`src/logic/dbu_pkg.sv`:
```
// Contract
// - four breakpoint address registers, each with type, length, enables in control.
// - access of configured type hitting a breakpoint raises a debug exception.
// - length code 00 one byte, 01 two bytes, 11 four bytes, 10 unused.
// - type code 00 execute, 01 data write, 11 data read or write, 10 unused.
// - execution breakpoints trap before the matching instruction executes.
// - debug register moves allowed only at privilege level 0.
// - status is never cleared by hardware after an exception.
// - per-breakpoint match flag set at exception time, even when disabled.
// - task-switch flag set before handler entry when new task has trap bit.
// - single-step flag set when the exception came from single-step.
// - trap flag set raises a debug exception after every executed instruction.
// - global enable covers all tasks and survives a task switch.
// - local enable covers current task only and is cleared on task switch.
// - access-disable control blocks register moves, cleared on any debug exception.
// - breakpoint trap instruction raises a debug exception regardless of addresses.
package dbu_pkg;

  localparam int NUM_BP = 4;

  // =========================================================
  // register numbers of the move instruction
  localparam logic [2:0] REG_BP0 = 3'h0;
  localparam logic [2:0] REG_BP1 = 3'h1;
  localparam logic [2:0] REG_BP2 = 3'h2;
  localparam logic [2:0] REG_BP3 = 3'h3;
  localparam logic [2:0] REG_STATUS = 3'h6;
  localparam logic [2:0] REG_CONTROL = 3'h7;

  // =========================================================
  // control field layout
  localparam int CTL_EN_STRIDE = 2;
  localparam int CTL_GD_BIT = 13;
  localparam int CTL_FLD_BASE = 16;
  localparam int CTL_FLD_STRIDE = 4;
  localparam logic [31:0] CTL_LOCAL_MASK = 32'h0000_0055;
  localparam logic [31:0] CTL_GLOBAL_MASK = 32'h0000_00aa;
  localparam logic [31:0] CTL_WMASK = 32'hffff_20ff;

  // =========================================================
  // status field layout
  localparam int STS_BS_BIT = 14;
  localparam int STS_BT_BIT = 15;
  localparam logic [31:0] STS_WMASK = 32'h0000_c00f;

  // =========================================================
  // reset values
  localparam logic [31:0] BP_RESET = 32'h0000_0000;
  localparam logic [31:0] STS_RESET = 32'h0000_0000;
  localparam logic [31:0] CTL_RESET = 32'h0000_0000;

  // =========================================================
  // field encodings
  localparam logic [1:0] TYPE_EXEC = 2'h0;
  localparam logic [1:0] TYPE_WRITE = 2'h1;
  localparam logic [1:0] TYPE_RDWR = 2'h3;
  localparam logic [1:0] LEN_1 = 2'h0;
  localparam logic [1:0] LEN_2 = 2'h1;
  localparam logic [1:0] LEN_4 = 2'h3;
  localparam logic [31:0] MASK_1 = 32'hffff_ffff;
  localparam logic [31:0] MASK_2 = 32'hffff_fffe;
  localparam logic [31:0] MASK_4 = 32'hffff_fffc;

  // =========================================================
  // carriers
  typedef struct packed {
    logic valid;
    logic int3;
    logic [31:0] addr;
  } dbu_insn_t;

  typedef struct packed {
    logic valid;
    logic write;
    logic [31:0] addr;
  } dbu_data_t;

  typedef struct packed {
    logic valid;
    logic write;
    logic [2:0] idx;
    logic [31:0] wdata;
  } dbu_mov_req_t;

  typedef struct packed {
    logic ack;
    logic fault;
    logic [31:0] rdata;
  } dbu_mov_rsp_t;

  typedef struct packed {
    logic code;
    logic int3;
    logic step;
    logic task_trap;
    logic gd;
    logic data;
  } dbu_cause_t;

  typedef struct packed {
    logic [NUM_BP-1:0][31:0] bp_addr;
    logic [31:0] status;
    logic [31:0] control;
    logic exc;
    dbu_cause_t cause;
    dbu_mov_rsp_t rsp;
  } dbu_state_t;

  localparam dbu_state_t STATE_RESET = '{
    bp_addr: {NUM_BP{BP_RESET}},
    status: STS_RESET,
    control: CTL_RESET,
    exc: 1'b0,
    cause: '0,
    rsp: '0
  };

endpackage : dbu_pkg

```
`src/logic/dbu_match.sv`:
```
`timescale 1ns/1ns
module dbu_match
  import dbu_pkg::*;
(
  // breakpoint setup
  input wire logic [31:0] bp_addr_i,
  input wire logic [1:0] type_i,
  input wire logic [1:0] len_i,
  // accesses
  input wire dbu_insn_t insn_i,
  input wire dbu_data_t data_i,
  // match results
  output logic code_hit_o,
  output logic data_hit_o
);

  logic [31:0] mask;
  logic len_ok;
  logic code_eq;
  logic data_eq;

  // =========================================================
  // span mask, low bits ignored per length
  always_comb begin
    len_ok = 1'b1;
    case (len_i)
      LEN_1: mask = MASK_1;
      LEN_2: mask = MASK_2;
      LEN_4: mask = MASK_4;
      default: begin
        mask = MASK_1;
        len_ok = 1'b0;
      end
    endcase
  end

  assign code_eq = ((insn_i.addr ^ bp_addr_i) & mask) == 32'h0000_0000;
  assign data_eq = ((data_i.addr ^ bp_addr_i) & mask) == 32'h0000_0000;

  // =========================================================
  // type qualification
  assign code_hit_o = insn_i.valid & len_ok & (type_i == TYPE_EXEC) & code_eq;
  assign data_hit_o = data_i.valid & len_ok & data_eq &
                      ((type_i == TYPE_RDWR) | ((type_i == TYPE_WRITE) & data_i.write));

endmodule : dbu_match

```
`src/logic/dbu_core.sv`:
```
`timescale 1ns/1ns
module dbu_core
  import dbu_pkg::*;
(
  // clock and reset
  input wire logic clk_i,
  input wire logic rst_i,
  // privilege and register moves
  input wire logic [1:0] cpl_i,
  input wire dbu_mov_req_t mov_i,
  output dbu_mov_rsp_t mov_o,
  // instruction issue and retire
  input wire dbu_insn_t insn_i,
  input wire logic retire_i,
  input wire logic trap_flag_i,
  output logic issue_block_o,
  // data accesses
  input wire dbu_data_t data_i,
  // task switches
  input wire logic task_switch_i,
  input wire logic task_trap_i,
  // exception toward the core
  output logic debug_exc_o,
  output dbu_cause_t cause_o
);

  dbu_state_t s;
  dbu_state_t next_s;
  dbu_cause_t cause;
  logic [NUM_BP-1:0] code_cond;
  logic [NUM_BP-1:0] data_cond;
  logic [NUM_BP-1:0] bp_en;
  logic code_hit;
  logic priv_ok;
  logic gd_set;
  logic mov_fault;
  logic gd_viol;
  logic mov_ok;
  logic exc_now;
  logic [31:0] rd_val;
  logic [31:0] sts_set;
  logic sts_bs_wr;

  // =========================================================
  // per-breakpoint comparators
  genvar gi;
  generate
    for (gi = 0; gi < NUM_BP; gi = gi + 1) begin : g_bp
      dbu_match u_match (
        .bp_addr_i(s.bp_addr[gi]),
        .type_i(s.control[CTL_FLD_BASE + CTL_FLD_STRIDE*gi +: 2]),
        .len_i(s.control[CTL_FLD_BASE + CTL_FLD_STRIDE*gi + 2 +: 2]),
        .insn_i(insn_i),
        .data_i(data_i),
        .code_hit_o(code_cond[gi]),
        .data_hit_o(data_cond[gi])
      );
      // local or global enable arms the breakpoint
      assign bp_en[gi] = s.control[CTL_EN_STRIDE*gi] | s.control[CTL_EN_STRIDE*gi + 1];
    end
  endgenerate

  // =========================================================
  // exception causes
  assign code_hit = |(code_cond & bp_en);
  assign issue_block_o = code_hit;
  assign priv_ok = cpl_i == 2'h0;
  assign gd_set = s.control[CTL_GD_BIT];
  assign mov_fault = mov_i.valid & ~priv_ok;
  assign gd_viol = mov_i.valid & priv_ok & gd_set;
  assign mov_ok = mov_i.valid & priv_ok & ~gd_set;

  always_comb begin
    cause = '0;
    cause.code = code_hit;
    cause.int3 = insn_i.valid & insn_i.int3 & ~code_hit;
    cause.step = retire_i & trap_flag_i;
    cause.task_trap = task_switch_i & task_trap_i;
    cause.gd = gd_viol;
    cause.data = |(data_cond & bp_en);
  end

  assign exc_now = |cause;

  // =========================================================
  // register read mux
  always_comb begin
    case (mov_i.idx)
      REG_BP0: rd_val = s.bp_addr[0];
      REG_BP1: rd_val = s.bp_addr[1];
      REG_BP2: rd_val = s.bp_addr[2];
      REG_BP3: rd_val = s.bp_addr[3];
      REG_STATUS: rd_val = s.status;
      REG_CONTROL: rd_val = s.control;
      default: rd_val = 32'h0000_0000;
    endcase
  end

  // status bits raised with an exception
  always_comb begin
    sts_set = 32'h0000_0000;
    sts_set[NUM_BP-1:0] = code_cond | data_cond;
    sts_set[STS_BS_BIT] = cause.step;
    sts_set[STS_BT_BIT] = cause.task_trap;
  end

  // =========================================================
  // next state
  always_comb begin
    next_s = s;
    next_s.rsp.ack = mov_ok | mov_fault;
    next_s.rsp.fault = mov_fault;
    next_s.rsp.rdata = 32'h0000_0000;
    if (mov_ok && !mov_i.write) begin
      next_s.rsp.rdata = rd_val;
    end
    if (mov_ok && mov_i.write) begin
      case (mov_i.idx)
        REG_BP0: next_s.bp_addr[0] = mov_i.wdata;
        REG_BP1: next_s.bp_addr[1] = mov_i.wdata;
        REG_BP2: next_s.bp_addr[2] = mov_i.wdata;
        REG_BP3: next_s.bp_addr[3] = mov_i.wdata;
        REG_STATUS: next_s.status = mov_i.wdata & STS_WMASK;
        REG_CONTROL: next_s.control = mov_i.wdata & CTL_WMASK;
        default: begin
        end
      endcase
    end
    // local enables drop on a task switch, globals kept
    if (task_switch_i) begin
      next_s.control = next_s.control & ~CTL_LOCAL_MASK;
    end
    // flags only ever set here; set wins over a software write
    if (exc_now) begin
      next_s.status = next_s.status | sts_set;
      next_s.control[CTL_GD_BIT] = 1'b0;
    end
    next_s.exc = exc_now;
    next_s.cause = cause;
  end

  always_ff @(posedge clk_i) begin
    if (rst_i) begin
      s <= STATE_RESET;
    end else begin
      s <= next_s;
    end
  end

  // =========================================================
  // outputs
  assign mov_o = s.rsp;
  assign debug_exc_o = s.exc;
  assign cause_o = s.cause;

  // software write that sets the single-step flag
  assign sts_bs_wr = mov_ok & mov_i.write & (mov_i.idx == REG_STATUS) &
                     mov_i.wdata[STS_BS_BIT];
endmodule : dbu_core

```
`config.mk`:
```
export PLATFORM = sky130hd
export DESIGN_NAME = dbu_core
export DESIGN_NICKNAME = d
export VERILOG_FILES = /design/src/logic/dbu_pkg.sv /design/src/logic/dbu_match.sv /design/src/logic/dbu_core.sv
export SDC_FILE = /design/constraint.sdc
export NUM_CORES = 1
export LEC_CHECK = 0
export BUFFER_PORTS_ARGS = -buffer_cell sky130_fd_sc_hd__buf_4
export CORE_MARGIN = 1.5
export CORE_UTILIZATION = 38
export CTS_BUF_LIST = sky130_fd_sc_hd__clkbuf_8
export CTS_CLUSTER_DIAMETER = 120
export DETAILED_ROUTE_END_ITERATION = 10
export PLACE_DENSITY_LB_ADDON = 0.12
export REMOVE_ABC_BUFFERS = 1
export SLEW_MARGIN = 5
export SYNTH_ARGS = -nofsm -noshare
export SYNTH_HDL_FRONTEND = slang
export SYNTH_SLANG_ARGS = --single-unit
```
`constraint.sdc`:
```
create_clock -name clk_i -period 4.9 [get_ports clk_i]
set_input_delay 0 -clock clk_i [delete_from_list [all_inputs] [get_ports clk_i]]
set_output_delay 0 -clock clk_i [all_outputs]
set_load 0.01 [all_outputs]
```
== Word level (Yosys, flattened, before mapping) ==
Index checks and enable logic that the tools add are counted.

* Eq/ne operators: 21
* Reductions and logical operators: 36
* Muxes and demuxes: 13
* Bitwise operators: 69

{| class="wikitable"
|+ Operator list
! kind !! number
|-
| AND 32 bit || 8
|-
| zero test 32 bit || 8
|-
| bitwise XOR 32 bit || 8
|-
| one-hot mux 32 bit (6 select lines) || 1
|-
| 2-to-1 mux 32 bit || 3
|-
| 2-to-1 mux 64 bit || 1
|-
| AND 1 bit || 36
|-
| bitwise OR 32 x 16 -> 32 bit || 1
|-
| zero test 2 bit || 9
|-
| == test 2 x 1 -> 1 bit (second input constant) || 8
|-
| == test 2 bit (second input constant) || 8
|-
| one-hot mux 2 bit (2 select lines) || 4
|-
| OR reduction 13 bit || 1
|-
| OR reduction 12 bit || 1
|-
| OR reduction 3 bit || 4
|-
| AND reduction 2 bit || 5
|-
| bitwise OR 1 bit || 9
|-
| AND 4 bit || 2
|-
| OR reduction 4 bit || 2
|-
| == test 3 x 2 -> 1 bit (second input constant) || 2
|-
| == test 3 bit (second input constant) || 2
|-
| 2-to-1 mux 1 bit || 4
|-
| inverter 1 bit || 4
|-
| bitwise OR 4 bit || 1
|-
| other kinds (5) || 7
|}

* Logic and storage cells: 157
* Register bits: 233
* Output and inout bits: 42
* Input bits: 113

== Longest topological paths before layout ==
* Depth after elaboration: 12
* Mapped depth: 9
* Gate-level depth less buffers: 7

== By module ==
Synthesis repeated with hierarchy kept, for this count alone.

* Cells, all modules: 1245
* Area total of the unflattened synthesis: 11403.4 um^2

{| class="wikitable"
|+ Modules (own cells, without submodules)
! module !! cells each !! sequential area each (um^2) !! times used !! area each (um^2)
|-
| dbu_core || 877 || 4003.8 || 1 || 8435.6
|-
| dbu_match || 92 || 0.0 || 4 || 742.0
|}

== Least setup slack after synthesis ==
OpenSTA, ideal clock, no wires.

* Path type: reg-to-reg
* From: register s[214] (netlist bit)
* To: register s, in the netlist gd_set
* Data arrival time: 2.028 ns
* Library setup time: 0.131 ns
* Clock period less this slack: 2.159 ns
* Data required time: 4.769 ns
* Buffers on the path: 0
* Stages on the path, launching flop included: 8
* Path slack: 2.741 ns
* Cells stage by stage: dfxtp_1 -> xnor2_1 -> nand4_1 -> or4_1 -> or4_4 -> o2111ai_4 -> nor3_1 -> nor3b_1

* Longest elaborated chain between the ends: 9
* Elaborated cells on any way between the ends: 15
* Classes of those cells: bitwise: 11; reduce/logical: 4

{| class="wikitable"
|+ RTL lines
! item !! line !! source
|-
| start, declared || dbu_core.sv:27 || <nowiki>dbu_state_t s;</nowiki>
|-
| start signal, assigned || dbu_core.sv:146 || <nowiki>s <= next_s;</nowiki>
|-
| bitwise XOR 32 bit || dbu_match.sv:37 || <nowiki>assign code_eq = ((insn_i.addr ^ bp_addr_i) & mask) == 32'h0000_0000;</nowiki>
|-
| AND 32 bit || dbu_match.sv:37 ||
|-
| zero test 32 bit || dbu_match.sv:37 ||
|-
| AND 1 bit || dbu_match.sv:42 || <nowiki>assign code_hit_o = insn_i.valid & len_ok & (type_i == TYPE_EXEC) & code_eq;</nowiki>
|-
| AND 4 bit || dbu_core.sv:65 || <nowiki>assign code_hit = |(code_cond & bp_en);</nowiki>
|-
| OR reduction 4 bit || dbu_core.sv:65 ||
|-
| via issue_block_o || dbu_core.sv:16 || <nowiki>output logic issue_block_o,</nowiki>
|-
| inverter 1 bit || dbu_core.sv:76 || <nowiki>cause.int3 = insn_i.valid & insn_i.int3 & ~code_hit;</nowiki>
|-
| AND 1 bit || dbu_core.sv:76 ||
|-
| OR reduction 13 bit (no source line) || n/a ||
|}

The timed path passes the listed nets, and every way through them passes these cells.
A chain may end at the register's enable or synchronous reset.

== Worst setup path after layout ==
* From: input port cpl_i[0]
* To: register s[60] (netlist bit)

* Longest elaborated chain between the ends: 5

{| class="wikitable"
|+ RTL lines
! item !! line !! source
|-
| start, declared || dbu_core.sv:9 || <nowiki>input wire logic [1:0] cpl_i,</nowiki>
|-
| zero test 2 bit || dbu_core.sv:67 || <nowiki>assign priv_ok = cpl_i == 2'h0;</nowiki>
|-
| AND 1 bit (2 in series) || dbu_core.sv:71 || <nowiki>assign mov_ok = mov_i.valid & priv_ok & ~gd_set;</nowiki>
|-
| logical AND 1 bit || dbu_core.sv:117 || <nowiki>if (mov_ok && mov_i.write) begin</nowiki>
|-
| 2-to-1 mux 64 bit || dbu_core.sv:117 ||
|}

No other way between the ends.

==> flow_metrics.py <==
metrics = {
    "outcome": {
        "status": "completed",
    },
    "global_routing": {
        "grt_pass1_vias": 10127,
        "antenna_found_initial": 0,
        "grt_max_degree": 81,
        "grt_pass1_wl_mm": 70.2,
        "grt-ovfl-total": 0,
        "grt_use_total": 0.319,
    },
    "sta": {
        "period_share": 0.625,
        "slew_headroom": 0.281,
        "drv_slew": 0,
        "setup-violations-final": 0,
        "period_needed_ns": 3.06,
        "fin_skew_ns": 0.0252,
        "finalHoldViolCount": 0,
        "max_clock_freq_mhz": 327,
        "worst_pin_slew_ns": 1.08,
        "hold_slack_ns": 0.0858,
        "grt_setup_unrepaired": "no",
        "tns_ns": 0,
    },
    "synth": {
        "synthArstFlopShare": 0,
        "postSynthAreaPerCell_sq_um": 7.85,
        "yosysUniqueCellTypes": 49,
        "syn_inst": 1436,
        "yosysWarnings": 0,
        "synth-compound-area-share": 0.143,
        "yosysTopAreaCell": "dfxtp_1",
        "synthAdderAreaFrac": 0,
        "synthXorXnorAreaFrac": 0.199,
        "yosysMostFrequentCell": "nand2_1",
        "synthDominantCellAreaShare": 0.355,
        "synth_top_family_by_area": "simple AND/OR/NAND/NOR gates",
        "synth_top_flop_cell": "dfxtp_1",
        "synth_edf_count": 0,
        "synth_area_leaders": "dfxtp_1, xnor2_1, nand2_1",
        "syn_area_sq_um": 11300,
        "yosysSeqAreaShare": 0.355,
        "synth_mux_area_frac": 0.0326,
        "yosys_register_bits": 200,
        "synthSimpleGateAreaFrac": 0.200,
        "synth_common_cells": "nand2_1, dfxtp_1, a21oi_1, xnor2_1, clkbuf_1",
    },
    "floorplanning": {
        "die_h_um": 175,
        "ios": 155,
        "rows": 62,
        "die_w_um": 175,
        "start_util": 0.389,
        "core_area_sq_um": 28900,
        "die_area_sq_um": 30700,
    },
    "detailed_routing": {
        "drt-wirelength-per-cell_um": 25.6,
        "first_iter_violations": 1195,
        "drt_wl_total_mm": 49.1,
        "drtAntennaViolNets": 0,
        "first_pass_iters": 5,
        "viasPerCell": 5.60,
        "drc_errors": 0,
        "num_vias": 10724,
    },
    "placement": {
        "place.gp.congestion": 1.04,
        "numPortBuffers": 154,
        "dp_hpwl_mm": 36.6,
        "place_inst": 1836,
    },
    "final_layout": {
        "syn2layout_area_growth_pct": 16.4,
        "finalNetCount": 1631,
        "drive_gt1_frac": 0.142,
        "stdcell_count": 1915,
        "fillerInstances": 2917,
        "antennaDiodeCount": 0,
    },
    "clock_tree": {
        "cts_root_buffer": "clkbuf_8",
        "cts_buffer_depth": 2,
        "cts_buffers": 17,
        "tritoncts": "built",
        "post-cts-setup-buffers": 0,
        "htree_levels": 4,
        "clock-sinks": 200,
        "clk_pin_slew_worst_paths_ns": 0.13,
        "clk_latency_ns": 0.51,
    },
    "setup_path": {
        "crit_type": "in2reg",
        "crit_fanout": 12,
        "timing.critical_path.mode_cell": "dlygate4sd3_1",
        "required_ns": 5.35,
        "cpPeakStageDelay_ns": 0.70,
        "endpoint_kind": "flip-flop",
        "worstPathCellList": "dlygate4sd3_1 > buf_4 > nor2_1 > dlygate4sd3_1 > nand2_1 > nor3b_1 > buf_4 > and2_1 > nand2_1 > a21oi_1 > dlygate4sd3_1",
        "cpMaxStageDelayCell": "and2_1",
        "critPathLaunchType": "input port",
        "arrival_ns": 3.51,
    },
    "flow_run": {
        "cap_violations": 0,
    },
    "power": {
        "p_per_area_nw_per_um2": 242,
        "max-vdd-ir-drop_mv": 0.164,
        "power_leakage_uw": 0.00454,
    },
    "worst_hold_path": {
        "min_path_type": "in2reg",
    },
}
==> kinds of logic (layout without fill, tap and decap cells) <==
logic type	after synthesis	after routing
buffers and inverters	161	256
AO/OA/AOI/OAI	270	270
AND/OR/NAND/NOR	514	514
XOR/XNOR	256	256
multiplexers	35	35
flip-flops	200	200
==> timing repair <==
action / 4_1_cts / 5_1_grt
setup endpoints to repair: 0 / 0
endpoints found under the hold margin: 168 / 0
hold buffers: 47 / 0
resized for setup: 0 / 0
==> routing by layer <==
layer	share of wire	global-route usage
met2	0.45	0.512
met3	0.075	0.0474
met1	0.44	0.430
met4	0.035	0.123
met5	0	0
==> state kept, by name, summed over array words and instances, names as in the netlist <==
register and cells:
cause_o 6, debug_exc_o 1, gd_set 1, mov_o 34, s 158
==> through the flow <==
stage	area [sq um]	power (uW)	worst slack [ns]	utilization
2_1_floorplan	10500	1820	2.75	-
3_3_place_gp	12300	2100	2.20	0.424
3_5_place_dp	12300	2090	2.09	0.424
4_1_cts	13100	3190	1.89	0.453
5_1_grt	13100	3270	1.66	0.453
6_report	13100	3180	1.84	0.453
==> cell type report <==
class,count,area (sq um),area share
clock buffer,17,234,0.0178
clock inverter,15,143,0.0109
inverter,3,11.3,0.000858
multi-input combinational,1075,6470,0.493
sequential,200,4000,0.305
tap,384,480,0.0366
timing repair buffer,221,1780,0.135
==> report_power, final <==
part | switching [uW] | internal (uW) | total [uW]
registers | 10.7 | 1630 | 1640
logic | 273 | 178 | 451
clock network | 710 | 376 | 1090
==> placed cells by master (no fill, tap or decap), types with 2 or more instances in the layout <==
cell	count
clkinv_8	3
clkbuf_8	17
a22oi_1	33
xor2_1	84
a21oi_1	189
and2_1	8
nand3_1	6
mux2i_1	30
a22o_1	2
nor2b_1	5
buf_4	174
dlygate4sd3_1	47
nor2_1	71
nor3b_1	8
a221oi_1	10
o22a_1	10
nand2_1	316
a31oi_1	3
inv_1	5
dfxtp_1	200
or2_2	2
nor3_1	15
o2111ai_1	6
nand2b_1	2
xnor2_1	172
inv_6	7
mux2_2	4
o21ai_0	5
nand4_1	46
o31ai_1	3
a2111oi_0	2
nor4_1	25
==> critical path: cells and delay by family <==
kind	cells	cell delay (ns)
AND/OR/NAND/NOR	5	1.28
AO/OA/AOI/OAI	1	0.15
buffers and inverters	5	2.06
==> worst paths after layout <==
kind | slack [ns] | from | depth (start not counted) | endpoint
worst max-delay path | 1.84 | cpl_i[0] | 11 | s[60]$_SDFFE_PP0P_
worst min-delay path | 0.09 | mov_i[34] | 4 | mov_o[4]$_SDFF_PP0_
worst max register to register | 2.24 | s[129]$_SDFFE_PP0P_ | 7 | gd_set$_SDFFE_PP0P_
worst min register to register | 0.49 | s[46]$_SDFFE_PP0P_ | 2 | s[46]$_SDFFE_PP0P_
Note: power is estimated with default switching activity, not from simulation.
